$ cat src/hdl/otp_pkg.sv
// Purpose: constants and types for the output test pattern generator
// Assumes: 100 MHz encode-domain clock, classic Wishbone register access
// Notes: register map below
// What this block does
// - test mode disconnects core, feeds formatter
// - test register bits 4/5 reset the PN generators
// - analog ignored; encode clock still required
// - I takes channel A, Q channel B
// - fourth converter: I from A, no Q
// - codes 0-4: off, mid, +fs, -fs, checker
// - code 5: long 23-bit sequence, seed 3AFF
// - code 6: short 9-bit sequence, seed 092
// - code 7 toggle, code F ramp
// - code 8 repeat: user words bits 15:2
// - code 8 single: user words, then zeros
// - transport sample test sends raw samples
// - interface register: pattern and injection point
// - interface codes 1,2 alternate, 8 ramp
// - codes 3,4: 31- and 23-bit sequences
// - codes 5,6,7: 15-, 9-, 7-bit sequences
// - code E: user words repeating
// - code F: user words once, then zeros
// - point 00 sample, 01 ten-bit, 10 octet
package otp_pkg;
    // byte addresses on the register bus
    localparam logic [11:0] A_CONFIG = 12'h000;
    localparam logic [11:0] A_DDC0 = 12'h327;
    localparam logic [11:0] A_DDC1 = 12'h347;
    localparam logic [11:0] A_DDC2 = 12'h367;
    localparam logic [11:0] A_FOURTH_DOWN_CONVERTER = 12'h387;
    localparam logic [11:0] A_ADC_TEST = 12'h550;
    localparam logic [11:0] A_USER0 = 12'h551;
    localparam logic [11:0] A_USER7 = 12'h558;
    localparam logic [11:0] A_TPORT = 12'h571;
    localparam logic [11:0] A_IF_TEST = 12'h573;
    localparam logic [11:0] A_STATUS = 12'h600;
    localparam logic [7:0] SOFT_RESET_VAL = 8'h81;
    localparam int B_PN_RST_LO = 4;
    localparam int B_PN_RST_HI = 5;
    localparam int B_TPORT_EN = 5;
    localparam int B_USER_SINGLE = 7;
    localparam int B_DDC_TEST_I = 0;
    localparam int B_DDC_TEST_Q = 2;
    localparam logic [3:0] C_OFF = 4'h0;
    localparam logic [3:0] C_MID = 4'h1;
    localparam logic [3:0] C_PFS = 4'h2;
    localparam logic [3:0] C_NFS = 4'h3;
    localparam logic [3:0] C_CHK = 4'h4;
    localparam logic [3:0] C_PNL = 4'h5;
    localparam logic [3:0] C_PNS = 4'h6;
    localparam logic [3:0] C_TOG = 4'h7;
    localparam logic [3:0] C_USR = 4'h8;
    localparam logic [3:0] C_RMP = 4'hF;
    localparam logic [3:0] I_ALT = 4'h1;
    localparam logic [3:0] I_TOG = 4'h2;
    localparam logic [3:0] I_PN31 = 4'h3;
    localparam logic [3:0] I_PN23 = 4'h4;
    localparam logic [3:0] I_PN15 = 4'h5;
    localparam logic [3:0] I_PN9 = 4'h6;
    localparam logic [3:0] I_PN7 = 4'h7;
    localparam logic [3:0] I_RMP = 4'h8;
    localparam logic [3:0] I_UREP = 4'hE;
    localparam logic [3:0] I_USNG = 4'hF;
    localparam logic [30:0] SEED31 = 31'h0003AFFF;
    localparam logic [22:0] SEED23 = 23'h003AFF;
    localparam logic [14:0] SEED15 = 15'h03AF;
    localparam logic [8:0] SEED9 = 9'h092;
    localparam logic [6:0] SEED7 = 7'h07;
    typedef enum logic [1:0] {
        INJ_SAMPLE, INJ_TENBIT, INJ_OCTET, INJ_NONE
    } otp_inj_e;
    typedef struct packed {
        logic [13:0] i;
        logic [13:0] q;
    } otp_pair_s;
endpackage : otp_pkg

$ cat src/hdl/otp_gen.sv
// Purpose: converter and link test pattern generator with Wishbone regs
// Assumes: one clock; partner keeps the host-side sequencing
// Notes: single-cycle ack; link sequences advance one step per clock, converter PN sequences 14 steps
//
// The address map and the Wishbone register port are this design's own decisions.
`timescale 1ns/1ps
`default_nettype none
module otp_gen (
    // clock and reset
    input wire logic CLOCK,
    input wire logic NRST,
    // wishbone slave
    input wire logic WB_CYC_I,
    input wire logic WB_STB_I,
    input wire logic WB_WE_I,
    input wire logic [11:0] WB_ADR_I,
    input wire logic [3:0] WB_SEL_I,
    input wire logic [31:0] WB_DAT_I,
    output logic [31:0] WB_DAT_O,
    output logic WB_ACK_O,
    // converter core samples, channel A and B
    input wire otp_pkg::otp_pair_s CORE_IN,
    // downconverter outputs toward formatter
    input wire otp_pkg::otp_pair_s DDC_IN [4],
    // formatted outputs
    output otp_pkg::otp_pair_s ADC_OUT,
    output otp_pkg::otp_pair_s DDC_OUT [4],
    output logic CORE_CUT,
    // link injection
    output logic [15:0] LINK_WORD,
    output logic [1:0] LINK_POINT,
    output logic LINK_INJECT,
    output logic LINK_TPORT
);
    ////////////////////////////////////////////////////////////////////
    logic [7:0] adc_test_q, if_test_q, tport_q;
    logic [7:0] ddc_q [4];
    logic [7:0] user_q [8];
    logic acc, wr;
    logic [15:0] uw [4];
    assign acc = WB_CYC_I && WB_STB_I && !WB_ACK_O;
    assign wr = acc && WB_WE_I && WB_SEL_I[0];
    always_comb begin
        for (int k = 0; k < 4; k++) begin
            uw[k] = {user_q[2*k+1], user_q[2*k]};
        end
    end

    // soft reset at config address puts every test control back to off
    logic soft_rst;
    assign soft_rst = wr && WB_ADR_I == otp_pkg::A_CONFIG &&
                      WB_DAT_I[7:0] == otp_pkg::SOFT_RESET_VAL;

    always_ff @(posedge CLOCK or negedge NRST) begin
        if (!NRST) begin
            adc_test_q <= 8'h00;
            if_test_q <= 8'h00;
            tport_q <= 8'h00;
            for (int k = 0; k < 4; k++) ddc_q[k] <= 8'h00;
            for (int k = 0; k < 8; k++) user_q[k] <= 8'h00;
        end else if (soft_rst) begin
            adc_test_q <= 8'h00;
            if_test_q <= 8'h00;
            tport_q <= 8'h00;
            for (int k = 0; k < 4; k++) ddc_q[k] <= 8'h00;
        end else if (wr) begin
            case (WB_ADR_I)
                otp_pkg::A_ADC_TEST: adc_test_q <= WB_DAT_I[7:0];
                otp_pkg::A_IF_TEST: if_test_q <= WB_DAT_I[7:0];
                otp_pkg::A_TPORT: tport_q <= WB_DAT_I[7:0];
                otp_pkg::A_DDC0: ddc_q[0] <= WB_DAT_I[7:0];
                otp_pkg::A_DDC1: ddc_q[1] <= WB_DAT_I[7:0];
                otp_pkg::A_DDC2: ddc_q[2] <= WB_DAT_I[7:0];
                otp_pkg::A_FOURTH_DOWN_CONVERTER: ddc_q[3] <= WB_DAT_I[7:0];
                default: begin
                    if (WB_ADR_I >= otp_pkg::A_USER0 &&
                        WB_ADR_I <= otp_pkg::A_USER7) begin
                        user_q[3'(WB_ADR_I - otp_pkg::A_USER0)] <=
                            WB_DAT_I[7:0];
                    end
                end
            endcase
        end
    end

    // config self-clears, so it always reads zero
    logic [31:0] rd_d;
    logic [1:0] uidx_q, iidx_q;
    logic usr_done_q, if_done_q;
    always_comb begin
        rd_d = 32'h0000_0000;
        case (WB_ADR_I)
            otp_pkg::A_ADC_TEST: rd_d[7:0] = adc_test_q;
            otp_pkg::A_IF_TEST: rd_d[7:0] = if_test_q;
            otp_pkg::A_TPORT: rd_d[7:0] = tport_q;
            otp_pkg::A_DDC0: rd_d[7:0] = ddc_q[0];
            otp_pkg::A_DDC1: rd_d[7:0] = ddc_q[1];
            otp_pkg::A_DDC2: rd_d[7:0] = ddc_q[2];
            otp_pkg::A_FOURTH_DOWN_CONVERTER: rd_d[7:0] = ddc_q[3];
            otp_pkg::A_STATUS:
                rd_d[7:0] = {2'b00, if_done_q, usr_done_q,
                             iidx_q, uidx_q};
            default: begin
                if (WB_ADR_I >= otp_pkg::A_USER0 &&
                    WB_ADR_I <= otp_pkg::A_USER7) begin
                    rd_d[7:0] = user_q[3'(WB_ADR_I - otp_pkg::A_USER0)];
                end
            end
        endcase
    end

    always_ff @(posedge CLOCK or negedge NRST) begin
        if (!NRST) begin
            WB_ACK_O <= 1'b0;
            WB_DAT_O <= 32'h0000_0000;
        end else begin
            WB_ACK_O <= acc;
            WB_DAT_O <= acc ? rd_d : 32'h0000_0000;
        end
    end

    ////////////////////////////////////////////////////////////////////
    // converter-side generators
    logic [3:0] amode, amode_last_q;
    logic arestart, pn_rst;
    assign amode = adc_test_q[3:0];
    // restart sequences whenever a mode is newly chosen
    assign arestart = amode != amode_last_q;
    assign pn_rst = adc_test_q[otp_pkg::B_PN_RST_LO] ||
                    adc_test_q[otp_pkg::B_PN_RST_HI];
    logic [22:0] apl_q;
    logic [8:0] aps_q;
    logic [13:0] aramp_q;
    logic aph_q;
    logic [13:0] apl_w, aps_w;
    // long-sequence sample is the 14 newest bits, short one the 9-bit register plus its top 5 bits; a Galois tap style is avoided
    // so the sample equals the register window the serial form would show
    function automatic logic [22:0] step23(input logic [22:0] s);
        logic [22:0] r;
        r = s;
        for (int b = 0; b < 14; b++) r = {r[21:0], r[22] ^ r[17]};
        return r;
    endfunction : step23
    function automatic logic [8:0] step9(input logic [8:0] s, input int n);
        logic [8:0] r;
        r = s;
        for (int b = 0; b < n; b++) r = {r[7:0], r[8] ^ r[4]};
        return r;
    endfunction : step9
    assign apl_w = apl_q[13:0];
    assign aps_w = {aps_q, aps_q[8:4]};

    always_ff @(posedge CLOCK or negedge NRST) begin
        if (!NRST) begin
            amode_last_q <= 4'h0;
            apl_q <= 23'h000000;
            aps_q <= 9'h000;
            aramp_q <= 14'h0000;
            aph_q <= 1'b0;
            uidx_q <= 2'b00;
            usr_done_q <= 1'b0;
        end else begin
            amode_last_q <= amode;
            if (arestart || pn_rst) begin
                apl_q <= otp_pkg::SEED23;
                aps_q <= otp_pkg::SEED9;
            end else begin
                apl_q <= step23(apl_q);
                aps_q <= step9(aps_q, 14);
            end
            if (arestart) begin
                aramp_q <= 14'h0000;
                aph_q <= 1'b0;
                uidx_q <= 2'b00;
                usr_done_q <= 1'b0;
            end else begin
                aramp_q <= aramp_q + 14'h0001;
                aph_q <= ~aph_q;
                uidx_q <= uidx_q + 2'b01;
                if (uidx_q == 2'b11) usr_done_q <= 1'b1;
            end
        end
    end

    logic [13:0] apat;
    always_comb begin
        case (amode)
            otp_pkg::C_MID: apat = 14'h0000;
            otp_pkg::C_PFS: apat = 14'h1FFF;
            otp_pkg::C_NFS: apat = 14'h2000;
            otp_pkg::C_CHK: apat = aph_q ? 14'h2AAA : 14'h1555;
            otp_pkg::C_PNL: apat = apl_w;
            otp_pkg::C_PNS: apat = aps_w;
            otp_pkg::C_TOG: apat = aph_q ? 14'h3FFF : 14'h0000;
            otp_pkg::C_RMP: apat = aramp_q;
            otp_pkg::C_USR: begin
                // single mode flushes zeros after four words
                if (adc_test_q[otp_pkg::B_USER_SINGLE] && usr_done_q)
                    apat = 14'h0000;
                else
                    apat = uw[uidx_q][15:2];
            end
            default: apat = 14'h0000;
        endcase
    end

    logic atest;
    assign atest = amode != otp_pkg::C_OFF;
    assign CORE_CUT = atest;

    // analog input is ignored purely by muxing; the clock keeps running
    always_ff @(posedge CLOCK or negedge NRST) begin
        if (!NRST) begin
            ADC_OUT <= '0;
        end else if (atest) begin
            ADC_OUT <= '{i: apat, q: apat};
        end else begin
            ADC_OUT <= CORE_IN;
        end
    end

    genvar g;
    generate
        for (g = 0; g < 4; g++) begin : g_ddc
            logic ti, tq;
            // host arms each downconverter itself; we obey its bits, except the fourth's Q bit, which is ignored
            assign ti = atest && ddc_q[g][otp_pkg::B_DDC_TEST_I];
            assign tq = atest && (g != 3) &&
                        ddc_q[g][otp_pkg::B_DDC_TEST_Q];
            always_ff @(posedge CLOCK or negedge NRST) begin
                if (!NRST) begin
                    DDC_OUT[g] <= '0;
                end else begin
                    DDC_OUT[g].i <= ti ? apat : DDC_IN[g].i;
                    DDC_OUT[g].q <= tq ? apat : DDC_IN[g].q;
                end
            end
        end
    endgenerate

    ////////////////////////////////////////////////////////////////////
    // link-side generators
    logic [3:0] imode, imode_last_q;
    logic [1:0] ipoint;
    logic irestart;
    assign imode = if_test_q[3:0];
    assign ipoint = if_test_q[5:4];
    assign irestart = imode != imode_last_q;
    logic [30:0] p31_q;
    logic [22:0] p23_q;
    logic [14:0] p15_q;
    logic [8:0] p9_q;
    logic [6:0] p7_q;
    logic [15:0] iramp_q;
    logic iph_q;

    always_ff @(posedge CLOCK or negedge NRST) begin
        if (!NRST) begin
            imode_last_q <= 4'h0;
            p31_q <= 31'h0;
            p23_q <= 23'h0;
            p15_q <= 15'h0;
            p9_q <= 9'h0;
            p7_q <= 7'h0;
            iramp_q <= 16'h0000;
            iph_q <= 1'b0;
            iidx_q <= 2'b00;
            if_done_q <= 1'b0;
        end else begin
            imode_last_q <= imode;
            if (irestart) begin
                p31_q <= otp_pkg::SEED31;
                p23_q <= otp_pkg::SEED23;
                p15_q <= otp_pkg::SEED15;
                p9_q <= otp_pkg::SEED9;
                p7_q <= otp_pkg::SEED7;
                iramp_q <= 16'h0000;
                iph_q <= 1'b0;
                iidx_q <= 2'b00;
                if_done_q <= 1'b0;
            end else begin
                p31_q <= {p31_q[29:0], p31_q[30] ^ p31_q[27]};
                p23_q <= {p23_q[21:0], p23_q[22] ^ p23_q[17]};
                p15_q <= {p15_q[13:0], p15_q[14] ^ p15_q[13]};
                p9_q <= {p9_q[7:0], p9_q[8] ^ p9_q[4]};
                p7_q <= {p7_q[5:0], p7_q[6] ^ p7_q[5]};
                iramp_q <= iramp_q + 16'h0001;
                iph_q <= ~iph_q;
                iidx_q <= iidx_q + 2'b01;
                if (iidx_q == 2'b11) if_done_q <= 1'b1;
            end
        end
    end

    // word width shrinks with injection point: 16, 10 or 8 bits
    logic [15:0] iword, mask;
    always_comb begin
        case (ipoint)
            2'b01: mask = 16'h03FF;
            2'b10: mask = 16'h00FF;
            default: mask = 16'hFFFF;
        endcase
        case (imode)
            otp_pkg::I_ALT: iword = iph_q ? 16'hAAAA : 16'h5555;
            otp_pkg::I_TOG: iword = iph_q ? 16'hFFFF : 16'h0000;
            otp_pkg::I_PN31: iword = p31_q[15:0];
            otp_pkg::I_PN23: iword = p23_q[15:0];
            otp_pkg::I_PN15: iword = p15_q[15:0];
            otp_pkg::I_PN9: iword = {7'h00, p9_q};
            otp_pkg::I_PN7: iword = {9'h000, p7_q};
            otp_pkg::I_RMP: iword = iramp_q;
            otp_pkg::I_UREP: begin
                iword = uw[iidx_q] >> (ipoint == 2'b01 ? 6 :
                        ipoint == 2'b10 ? 8 : 0);
            end
            otp_pkg::I_USNG: begin
                iword = if_done_q ? 16'h0000 : uw[iidx_q] >>
                        (ipoint == 2'b01 ? 6 :
                         ipoint == 2'b10 ? 8 : 0);
            end
            default: iword = 16'h0000;
        endcase
    end

    always_ff @(posedge CLOCK or negedge NRST) begin
        if (!NRST) begin
            LINK_WORD <= 16'h0000;
            LINK_POINT <= 2'b00;
            LINK_INJECT <= 1'b0;
            LINK_TPORT <= 1'b0;
        end else begin
            LINK_WORD <= iword & mask;
            LINK_POINT <= ipoint;
            LINK_INJECT <= imode != otp_pkg::C_OFF &&
                           ipoint != 2'b11;
            LINK_TPORT <= tport_q[otp_pkg::B_TPORT_EN];
        end
    end

    ////////////////////////////////////////////////////////////////////
    a_ack_one: assert property (@(posedge CLOCK) disable iff (!NRST)
        WB_ACK_O |=> !WB_ACK_O) else $error("ack longer than one cycle");
    a_ack_req: assert property (@(posedge CLOCK) disable iff (!NRST)
        acc |=> WB_ACK_O) else $error("request not acked");
    a_cut_core: assert property (@(posedge CLOCK) disable iff (!NRST)
        atest && amode == otp_pkg::C_PFS |=> ADC_OUT.i == 14'h1FFF)
        else $error("pattern not routed");
    a_pass_core: assert property (@(posedge CLOCK) disable iff (!NRST)
        !atest |=> ADC_OUT == $past(CORE_IN))
        else $error("normal path broken");
    a_pn_reset: assert property (@(posedge CLOCK) disable iff (!NRST)
        pn_rst |=> apl_q == otp_pkg::SEED23)
        else $error("pn reset missed");
    a_ramp_step: assert property (@(posedge CLOCK) disable iff (!NRST)
        !arestart ##1 !arestart |-> aramp_q == $past(aramp_q) + 14'h0001)
        else $error("ramp not incrementing");
    a_fourth_down_converter_noq: assert property (@(posedge CLOCK) disable iff (!NRST)
        1'b1 |=> DDC_OUT[3].q == $past(DDC_IN[3].q))
        else $error("fourth converter q patterned");
    a_single_zero: assert property (@(posedge CLOCK) disable iff (!NRST)
        imode == otp_pkg::I_USNG && !irestart ##4 imode == otp_pkg::I_USNG
        && !irestart |=> LINK_WORD == 16'h0000)
        else $error("single user not zero");
    a_soft_rst: assert property (@(posedge CLOCK) disable iff (!NRST)
        soft_rst |=> if_test_q == 8'h00)
        else $error("soft reset ignored");
    c_pn_long: cover property (@(posedge CLOCK) disable iff (!NRST)
        amode == otp_pkg::C_PNL ##3 amode == otp_pkg::C_PNL);
    c_user_rep: cover property (@(posedge CLOCK) disable iff (!NRST)
        imode == otp_pkg::I_UREP ##5 imode == otp_pkg::I_UREP);
    c_ddc_test: cover property (@(posedge CLOCK) disable iff (!NRST)
        atest && ddc_q[0][otp_pkg::B_DDC_TEST_Q]);
endmodule : otp_gen
`default_nettype wire

$ cat config.mk
export PLATFORM = sky130hd
export DESIGN_NAME = otp_gen
export DESIGN_NICKNAME = d
export VERILOG_FILES = /design/src/hdl/otp_pkg.sv /design/src/hdl/otp_gen.sv
export SDC_FILE = /design/constraint.sdc
export NUM_CORES = 1
export LEC_CHECK = 0
export ABC_AREA = 1
export ABC_CLOCK_PERIOD_IN_PS = 2300
export BUFFER_PORTS_ARGS = -buffer_cell sky130_fd_sc_hd__buf_2
export CORE_ASPECT_RATIO = 1.25
export CORE_UTILIZATION = 50
export DETAILED_ROUTE_END_ITERATION = 8
export GPL_ROUTABILITY_DRIVEN = 0
export PLACE_DENSITY = 0.7
export SYNTH_ARGS = -nofsm -noshare
export SYNTH_HDL_FRONTEND = slang
export SYNTH_SLANG_ARGS = --single-unit
export TNS_END_PERCENT = 30
$ cat constraint.sdc
create_clock -name CLOCK -period 2.3 [get_ports CLOCK]
set_input_delay 0.115 -clock CLOCK [delete_from_list [all_inputs] [get_ports CLOCK]]
set_output_delay 0.115 -clock CLOCK [all_outputs]
set_load 0.02 [all_outputs]
# Word-level counts from Yosys, hierarchy flattened
# Cells that the tools add are included.
# word_totals
inputBits	193
output_inout_bits	194
memories	0
romBits	0
wordCells	243
latchBits	0
ram_bits	0
ff_bits	452
# classes
shift	1
order_cmp	6
multipliers	0
div	0
n_mux	66
eq_ne	34
n_reduce_logical	42
n_addsub	5
bitwise	41
# op_table
operator	n
$pmux W16 S10	1
$mux W14	11
$mux W8	18
$mux W16	8
$pmux W14 S8	1
$bmux W16 S2	2
$bwmux W64	1
$mux W32	2
$pmux W8 S8	1
$eq A12 B10 Y1 const B	4
$eq A12 B11 Y1 const B	4
$mux W23	2
$xor A1 B1 Y1	33
$eq A4 B3 Y1 const B	8
$pmux W16 S2	1
$mux W31	1
$mux W28	1
$bmux W8 S3	1
$demux W8 S3	1
$eq A4 B4 Y1 const B	5
$reduce_bool A2 Y1	10
$mux W9	2
$logic_and A1 B1 Y1	17
$add A16 B1 Y16 const B	1
32 further kinds	59

# Logic depth before layout (Yosys ltp)
# Gate-level depths: netlist of the first run.
# logic_depth
word_depth	8
ltp_mapped	14
ltp_nobuf	12

# Worst setup path before layout of the first run
# OpenSTA, ideal clock, no wires.
# synth_timing
path_kind	input-to-reg
start	input port WB_ADR_I[0]
end	register user_q[16] (netlist bit)
cell_stages	10
setup_ns	0.118
slack_ns	0.252
required_time_ns	2.182
arrival_ns	1.930
n_path_buf	3
path_cell_list	buf_4 > inv_2 > buf_2 > ha_1 > inv_1 > clkbuf_1 > nor3_2 > nand4_2 > nand2_1 > nand2_1
# synth_between
elab_chain_cells	7
elab_cells_between_ends	25
cone_classes	1 x add/sub; 4 x order compare; 7 x eq/ne; 3 x mux; 3 x bitwise; 7 x reduce/logical
# synth_rtl
item	line	text
start, declared	otp_gen.sv:16	input wire logic [11:0] WB_ADR_I,
$sub A3 B1 Y3	otp_gen.sv:78	user_q[3'(WB_ADR_I - otp_pkg::A_USER0)] <=
$not A3 Y4 (not written as such)	otp_gen.sv:78	
$ge A4 B4 Y1 (not written as such) / $lt A4 B1 Y1 (equally long branches)	otp_gen.sv:78	
$logic_and A1 B1 Y1 (not written as such)	otp_gen.sv:78	
$mux W8 (not written as such)	otp_gen.sv:78	
$demux W8 S3	otp_gen.sv:78	
$bwmux W64	otp_gen.sv:78	
end signal, assigned by index	otp_gen.sv:78	
end, declared	otp_gen.sv:38	logic [7:0] user_q [8];
# Parallel ways exist; a longest one is shown, timed or not.
# A chain may end at the register's enable or synchronous reset.

# Final worst setup path of the first run
# layout_timing
start	register adc_test_q[2]
end	register ADC_OUT[0] (netlist bit)
# layout_between
elab_chain_cells	3
elab_cells_between_ends	11
cone_classes	8 x eq/ne; 2 x mux; 1 x reduce/logical
# layout_rtl
item	line	text
start, declared	otp_gen.sv:36	logic [7:0] adc_test_q, if_test_q, tport_q;
start signal, assigned	otp_gen.sv:68	otp_pkg::A_ADC_TEST: adc_test_q <= WB_DAT_I[7:0];
$eq A4 B4 Y1 (tied with other cells)	otp_gen.sv:187	case (amode)
$pmux W14 S8	otp_gen.sv:187	
$mux W28 (*)	otp_gen.sv:215	end else if (atest) begin
end signal, assigned	otp_gen.sv:216	ADC_OUT <= '{i: apat, q: apat};
end, declared	otp_gen.sv:26	output otp_pkg::otp_pair_s ADC_OUT,
# Every way passes the cells marked *; elsewhere a longest branch is shown, timed or not.

==> results.py, run 1 <==
metrics = {
    "run_status": {
        "outcome": "complete, no violations",
    },
    "floorplan": {
        "die_y_um": 232.1,
        "coreArea_sq_mm": 0.04144,
        "initial_utilization_pct": 51.12,
        "rows": 83,
        "die-area_sq_mm": 0.04320,
        "ios": 387,
        "fp.dieW_um": 186.1,
    },
    "drt": {
        "firstDrtPassIters": 8,
        "drt_wl_total_um": 75830,
        "drt_iter0_drc": 2098,
        "drc": 0,
        "final_antenna_net_count": 0,
        "wl_per_cell_um": 20.53,
        "via_per_inst": 5.517,
        "vias": 20380,
    },
    "power": {
        "power.total_mw": 20.52,
        "p_clk_share_pct": 37.4,
        "internal_power_mw": 14.62,
        "p_per_area_mw_per_mm2": 766.4,
        "pwr-share-comb_pct": 17.0,
        "p_sw_mw": 5.902,
        "p_seq_share_pct": 45.6,
        "p_sw_share_pct": 28.76,
        "irDropWorstVdd_uv": 544.3,
        "power.leakage_nw": 13.94,
    },
    "clock_tree": {
        "cts_root_buffer": "clkbuf_16",
        "cts_made_buffers": 45,
        "clock_latency_ps": 580,
        "clockBufferDepth": 3,
        "cts_setup_buffers": 0,
        "clock_sinks": 452,
        "cts_tree": "done",
        "h-tree-depth": 2,
        "clkTransAtPathRegs_ps": 60,
    },
    "sta": {
        "period_needed_ps": 2163,
        "tightest_slew_ps": 1213,
        "setup_viol": 0,
        "clock_skew_ps": 16.13,
        "holdWs_ps": 17.20,
        "fin_tns_setup_ps": 0,
        "fmaxAchievable_mhz": 462.4,
        "hold_violations": 0,
        "finalCritPeriodShare_pct": 94.03,
        "slew_violations": 0,
        "slew_headroom_pct": 18.87,
    },
    "setup_path": {
        "critical_path_required_ps": 2750,
        "startpoint_type": "flip-flop",
        "r2r_slack_ps": 140,
        "cp-end-kind": "flip-flop",
        "path_class": "reg -> reg",
        "critPathMaxFanout": 12,
        "worstPathArrival_ps": 2610,
        "rr_worst_depth": 9,
    },
    "yosys": {
        "synthArstFlopShare_pct": 100.0,
        "avgSynthCellArea_sq_um": 8.157,
        "ys_warn_count": 0,
        "seq_area_frac_synth_pct": 53.39,
        "netlist_instances": 2597,
        "ys.flop_type": "dfrtp_1",
        "synth.cell_area_sq_mm": 0.02118,
        "ys_seq_elements": 452,
        "synth-edff-count": 0,
        "synth.distinct_cells": 45,
    },
    "global_route": {
        "antenna_found_initial": 3,
        "grt_max_degree": 91,
        "grt-ovfl-total": 0,
        "grt_pass1_wl_um": 111900,
        "grt.total_usage_pct": 34.79,
        "grt_pass1_vias": 19420,
    },
    "worst_hold_path": {
        "hold_path_depth": 3,
        "min_path_type": "in -> reg",
    },
    "final_layout": {
        "finalNetCount": 3312,
        "drive_above_1_share_pct": 18.92,
        "fillers": 3375,
        "final_util_pct": 64.63,
        "area_growth_pct": 26.41,
    },
    "placed_design": {
        "dpl.hpwl_um": 54030,
        "port_buffers": 335,
    },
    "job": {
        "cap_viol_max_count": 0,
    },
}
-- cells in the final DEF, fill, tap and decap left out, types with 8 or more instances in the layout --
cell type      Yosys  routed
nand2_1          772     771
dfrtp_1          452     452
buf_2             38     334
nor2_1           257     256
o21ai_0          239     239
inv_1            228     228
nand3_1          170     168
dlygate4sd3_1      0     151
a21oi_1           83      83
buf_4             27      80
clkbuf_16          0      46
o21ai_1           34      34
conb_1             1      24
o22ai_1           23      23
or2_2             23      23
nand4_1           18      18
xnor2_1           18      18
nor3_1            17      17
xor2_1            15      15
inv_2             14      14
ha_1              12      12
clkbuf_8           0       9
clkbuf_1          59       9
buf_12             0       9
nand2_2            7       8
a211oi_1           8       8
nand4_2            8       8
-- synthesized netlist by cell type (all sizes together), types with 4 or more instances --
cell type | n | share of area (%)
nand2 | 780 | 14
dfrtp | 452 | 53
o21ai | 278 | 6.7
nor2 | 269 | 5.1
inv | 242 | 4.3
nand3 | 175 | 4.3
a21oi | 84 | 2.0
buf | 76 | 2.4
clkbuf | 60 | 1.1
nor3 | 27 | 0.99
nand4 | 26 | 1.0
or2 | 24 | 0.71
o22ai | 23 | 0.68
xnor2 | 18 | 0.74
xor2 | 15 | 0.62
ha | 12 | 0.71
a211oi | 8 | 0.28
mux2 | 7 | 0.37
a21o | 6 | 0.21
a31oi | 4 | 0.12
o211ai | 4 | 0.21
-- final timing paths --
kind | startpoint | end
hold / removal | WB_DAT_I[6] | ddc_q[14]
hold reg to reg | tport_q[5] | LINK_TPORT
min in group asynchronous | NRST | iramp_q[8]
setup reg to reg | adc_test_q[2] | ADC_OUT[0]
setup / recovery | adc_test_q[2] | ADC_OUT[0]
max in group asynchronous | NRST | p23_q[22]
-- state kept, by name, summed over array words and instances, names as in the netlist, 15 cells and up --
name       count
DDC_OUT      112
user_q        64
ddc_q         32
p31_q         31
ADC_OUT       28
apl_q         23
p23_q         23
LINK_WORD     16
iramp_q       16
p15_q         15
-- stage by stage --
step / area (sq um) / std cells / worst slack [ps]
floorplan: 21270 / 2620 / 252.3
global placement: 23690 / 3460 / 204.9
detailed placement: 23690 / 3460 / 160.9
CTS: 26740 / 3691 / 73.22
global route: 26780 / 3692 / -4.035
finish: 26780 / 3693 / 137.4
-- power groups by stage --
stage	sequential, mW	combinational (mW)	clock (mW)
after floorplan	9.45	1.99	0
after global placement	9.44	3.11	0
after detailed placement	9.45	3.23	0
after CTS	9.33	3.45	7.76
after global routing	9.43	3.89	8.09
final	9.35	3.49	7.68
-- worst max-delay path, cell delays in order (launching register included) --
cell      delay (ps)
dfrtp_1          390
buf_4            180
inv_1             80
nor2_1            80
nand2_1          330
nor2_1            90
a211oi_1         300
nand3_2          310
inv_1            200
nand2_1           90
-- kinds of logic after synthesis --
kind of cell | after synthesis | share of synthesized area (%)
AOI/OAI and AO/OA | 409 | 10.24
xor gates and xnor gates | 33 | 1.364
adders and majority gates | 12 | 0.7087
buffers and inverters | 380 | 7.832
DFF | 452 | 53.39
muxes | 7 | 0.3721
other | 1 | 0.01770
and+or+nand+nor | 1303 | 26.07
-- what timing repair did --
| item | in CTS | in global routing |
|---|---|---|
| setup endpoints to repair | 0 | 8 |
| endpoints found under the hold margin | 641 | 0 |
| hold buffers | 151 | 0 |
| gates resized for setup | 0 | 3 |
-- cell type report --
| class | instances | area (sq um) | share of cell area [%] |
|---|---|---|---|
| antenna | 1 | 2.502 | 0.009344 |
| inverter | 244 | 915.9 | 3.420 |
| sequential | 452 | 11310 | 42.24 |
| timing repair buffer | 576 | 4004 | 14.95 |
| tap | 552 | 690.7 | 2.579 |
| clock inverter | 17 | 251.5 | 0.9391 |
| clock buffer | 63 | 1284 | 4.794 |
| multi-input combinational | 1788 | 8320 | 31.07 |
-- per-layer routing --
metal  up-vias  share of wire, %  track usage (%)
li1       9212                 -                -
met1      9693                38            43.74
met2      1210                45            54.97
met3       258                11            10.07
met4         2               5.2            16.39
met5         -             0.011                0
Power figures use the tool's default switching activity.
==> run 2, diff against run 1 <==
--- a/config.mk
+++ b/config.mk
@@ -12,6 +12,7 @@
 export CORE_UTILIZATION = 50
 export DETAILED_ROUTE_END_ITERATION = 8
 export GPL_ROUTABILITY_DRIVEN = 0
+export HOLD_SLACK_MARGIN = 0.02
 export PLACE_DENSITY = 0.7
 export SYNTH_ARGS = -nofsm -noshare
 export SYNTH_HDL_FRONTEND = slang
==> constraint.sdc (replaced) <==
create_clock -name CLOCK -period 2.3 [get_ports CLOCK]
set_input_delay 0.46 -clock CLOCK [delete_from_list [all_inputs] [get_ports CLOCK]]
set_output_delay 0.46 -clock CLOCK [all_outputs]
set_load 0.02 [all_outputs]
==> run 2 against run 1 <==
Die area stayed put. Maximum frequency is 3.4% lower. Final cell count is 2.8% lower. Sequential share of layout area is 1.5 points higher. Combinational power is 3% lower. Flip-flop and latch count stayed put. Count of clock-buffer cells in the layout is 1 lower. Critical path depth is 2 lower. Sequential power hardly changed. Setup slack worse by 75 ps. Largest power group unchanged. Highest routed layer unchanged.
==> results.py, run 2 (synthesis gave the netlist of run 1 again) <==
metrics = {
    "clock_tree": {
        "clock_sinks": 452,
        "cts_tree": "done",
        "cts_root_buffer": "clkbuf_16",
        "clkTransAtPathRegs_ps": 70,
        "cts_made_buffers": 45,
        "h-tree-depth": 2,
        "clockBufferDepth": 3,
        "clock_latency_ps": 580,
    },
    "final_layout": {
        "drive_above_1_share_pct": 20.85,
        "top_register": "DDC_OUT",
        "area_growth_pct": 21.98,
        "regArea_sq_mm": 0.01131,
        "finalNetCount": 3206,
        "largest_reg_flops": 112,
        "reg.largest.list": "DDC_OUT: 112 flops, user_q: 64 flops, ddc_q: 32 flops",
        "multiInputGateArea_sq_mm": 0.008341,
        "fillers": 3559,
        "layout_common_cells": "771 x nand2_1, 451 x dfrtp_1, 334 x buf_2, 255 x nor2_1, 239 x o21ai_0",
        "layout_commonest_cell": "nand2_1",
        "final_area_sq_mm": 0.02584,
    },
    "drt": {
        "drt_wl_total_um": 73320,
        "wl_per_cell_um": 20.42,
        "final_antenna_net_count": 0,
        "drc": 0,
        "drt_iter0_drc": 1803,
        "via_per_inst": 5.477,
        "firstDrtPassIters": 6,
        "vias": 19660,
    },
    "power": {
        "power.total_mw": 20.58,
        "irDropWorstVdd_uv": 545.0,
        "p_per_area_mw_per_mm2": 796.3,
        "power.leakage_nw": 13.63,
    },
    "setup_path": {
        "startpoint_type": "flip-flop",
        "critPathMaxFanout": 5,
        "r2r_slack_ps": 110,
        "rr_worst_depth": 9,
        "critical_path_required_ps": 1840,
        "r2r-start": "uidx_q[0]",
        "rr_endpoint": "DDC_OUT[93]",
        "worstPathArrival_ps": 1780,
        "path_class": "reg -> out",
        "cp-end-kind": "output pin",
    },
    "sta": {
        "fin_tns_setup_ps": 0,
        "setup_slack_ps": 62.11,
        "slew_headroom_pct": 50.53,
        "tightest_slew_ps": 741.3,
        "clock_skew_ps": 18.50,
        "hold_violations": 0,
        "period_needed_ps": 2238,
        "setup_viol": 0,
        "slew_violations": 0,
        "fmaxAchievable_mhz": 446.8,
        "finalCritPeriodShare_pct": 97.30,
    },
    "floorplan": {
        "rows": 83,
        "die-area_sq_mm": 0.04320,
        "ios": 387,
        "die_y_um": 232.1,
        "coreArea_sq_mm": 0.04144,
        "fp.dieW_um": 186.1,
        "initial_utilization_pct": 51.12,
    },
    "worst_hold_path": {
        "min_path_type": "in -> reg",
        "min-delay-start": "CORE_IN[13]",
        "min_to": "ADC_OUT[13]",
        "hold_path_depth": 2,
    },
    "placed_design": {
        "preCtsSetupSlack_ps": 45.28,
        "port_buffers": 335,
        "dpl.hpwl_um": 54490,
        "place_area_sq_mm": 0.02399,
    },
    "global_route": {
        "grt_pass1_vias": 18950,
        "met3_usage_pct": 7.685,
        "busiest_layer": "met2",
        "grt.total_usage_pct": 34.08,
        "grt_max_degree": 88,
        "antenna_found_initial": 4,
        "grt-ovfl-total": 0,
        "grt_use_met2_pct": 53.43,
        "grt.met1_usage_pct": 44.36,
        "grt_pass1_wl_um": 109700,
    },
    "run_status": {
        "outcome": "complete, no violations",
    },
    "job": {
        "cap_viol_max_count": 0,
    },
}
run 2: cell types whose count changed in the layout (fill, tap and decap cells not counted), moves of 3 or more:
cell / previous run / this run
clkinv_2: 4 / 12
clkinvlp_4: 3 / 0
dlygate4sd3_1: 151 / 15
buf_12: 9 / 17
clkbuf_1: 9 / 5
buf_4: 80 / 101
run 2: timing repair:
| item | 4_1_cts | 5_1_grt |
|---|---|---|
| setup buffers | 3 | 1 |
| endpoints found under the setup margin | 1 | 2 |
| gates resized for setup | 1 | 6 |
| pin swaps | 1 | 1 |
| hold buffers | 15 | 0 |
| endpoints found under the hold margin | 45 | 0 |
| cloned | 2 | 0 |
run 2: through the flow:
step / util, % / hold WS (ps) / cells
2_1_floorplan: - / 164.4 / 2620
3_3_place_gp: 57.90 / 371.0 / 3485
3_5_place_dp: 57.90 / 372.9 / 3485
4_1_cts: 62.29 / 67.05 / 3587
5_1_grt: 62.36 / 84.68 / 3590
6_report: 62.36 / 82.23 / 3590
run 2: routing by layer:
layer	wire length [um]	up-vias
met2	33400	1109
met5	13	-
met3	7853	200
li1	-	9015
met4	3607	2
met1	28450	9335
run 2: final cells by class:
type,count,area share (%)
Clock inverter,20,0.9878
Sequential cell,452,43.78
Clock buffer,62,5.113
Inverter,244,3.544
Timing Repair Buffer,470,11.61
Multi-Input combinational cell,1788,32.28
Tap cell,552,2.673
Antenna cell,2,0.01937
run 2: worst max path at each step:
| stage | start | to | slack (ps) | cells after the start |
|---|---|---|---|---|
| 2_1_floorplan | WB_ADR_I[0] | user_q[0] | -70 | 9 |
| 3_3_place_gp | WB_ADR_I[11] | user_q[60] | 100 | 12 |
| 3_5_place_dp | WB_ADR_I[11] | user_q[40] | 50 | 12 |
| 4_1_cts | adc_test_q[2] | CORE_CUT | 10 | 7 |
| 5_1_grt | adc_test_q[0] | CORE_CUT | -4 | 7 |
| 6_report | adc_test_q[0] | CORE_CUT | 60 | 7 |
run 2: worst max-delay path, cell delays in order (launching register included):
cell and delay (ps):
dfrtp_1 430, nor2_2 150, buf_4 130, inv_1 50
nor2_4 130, buf_12 130, inv_1 30, buf_2 140
run 2: power by group:
part           leakage, nW  internal, mW  switching (mW)  total (mW)
Clock                0.791          4.60            3.24        7.84
Sequential            5.82          8.77           0.594        9.36
Combinational         7.01          1.26            2.12        3.38
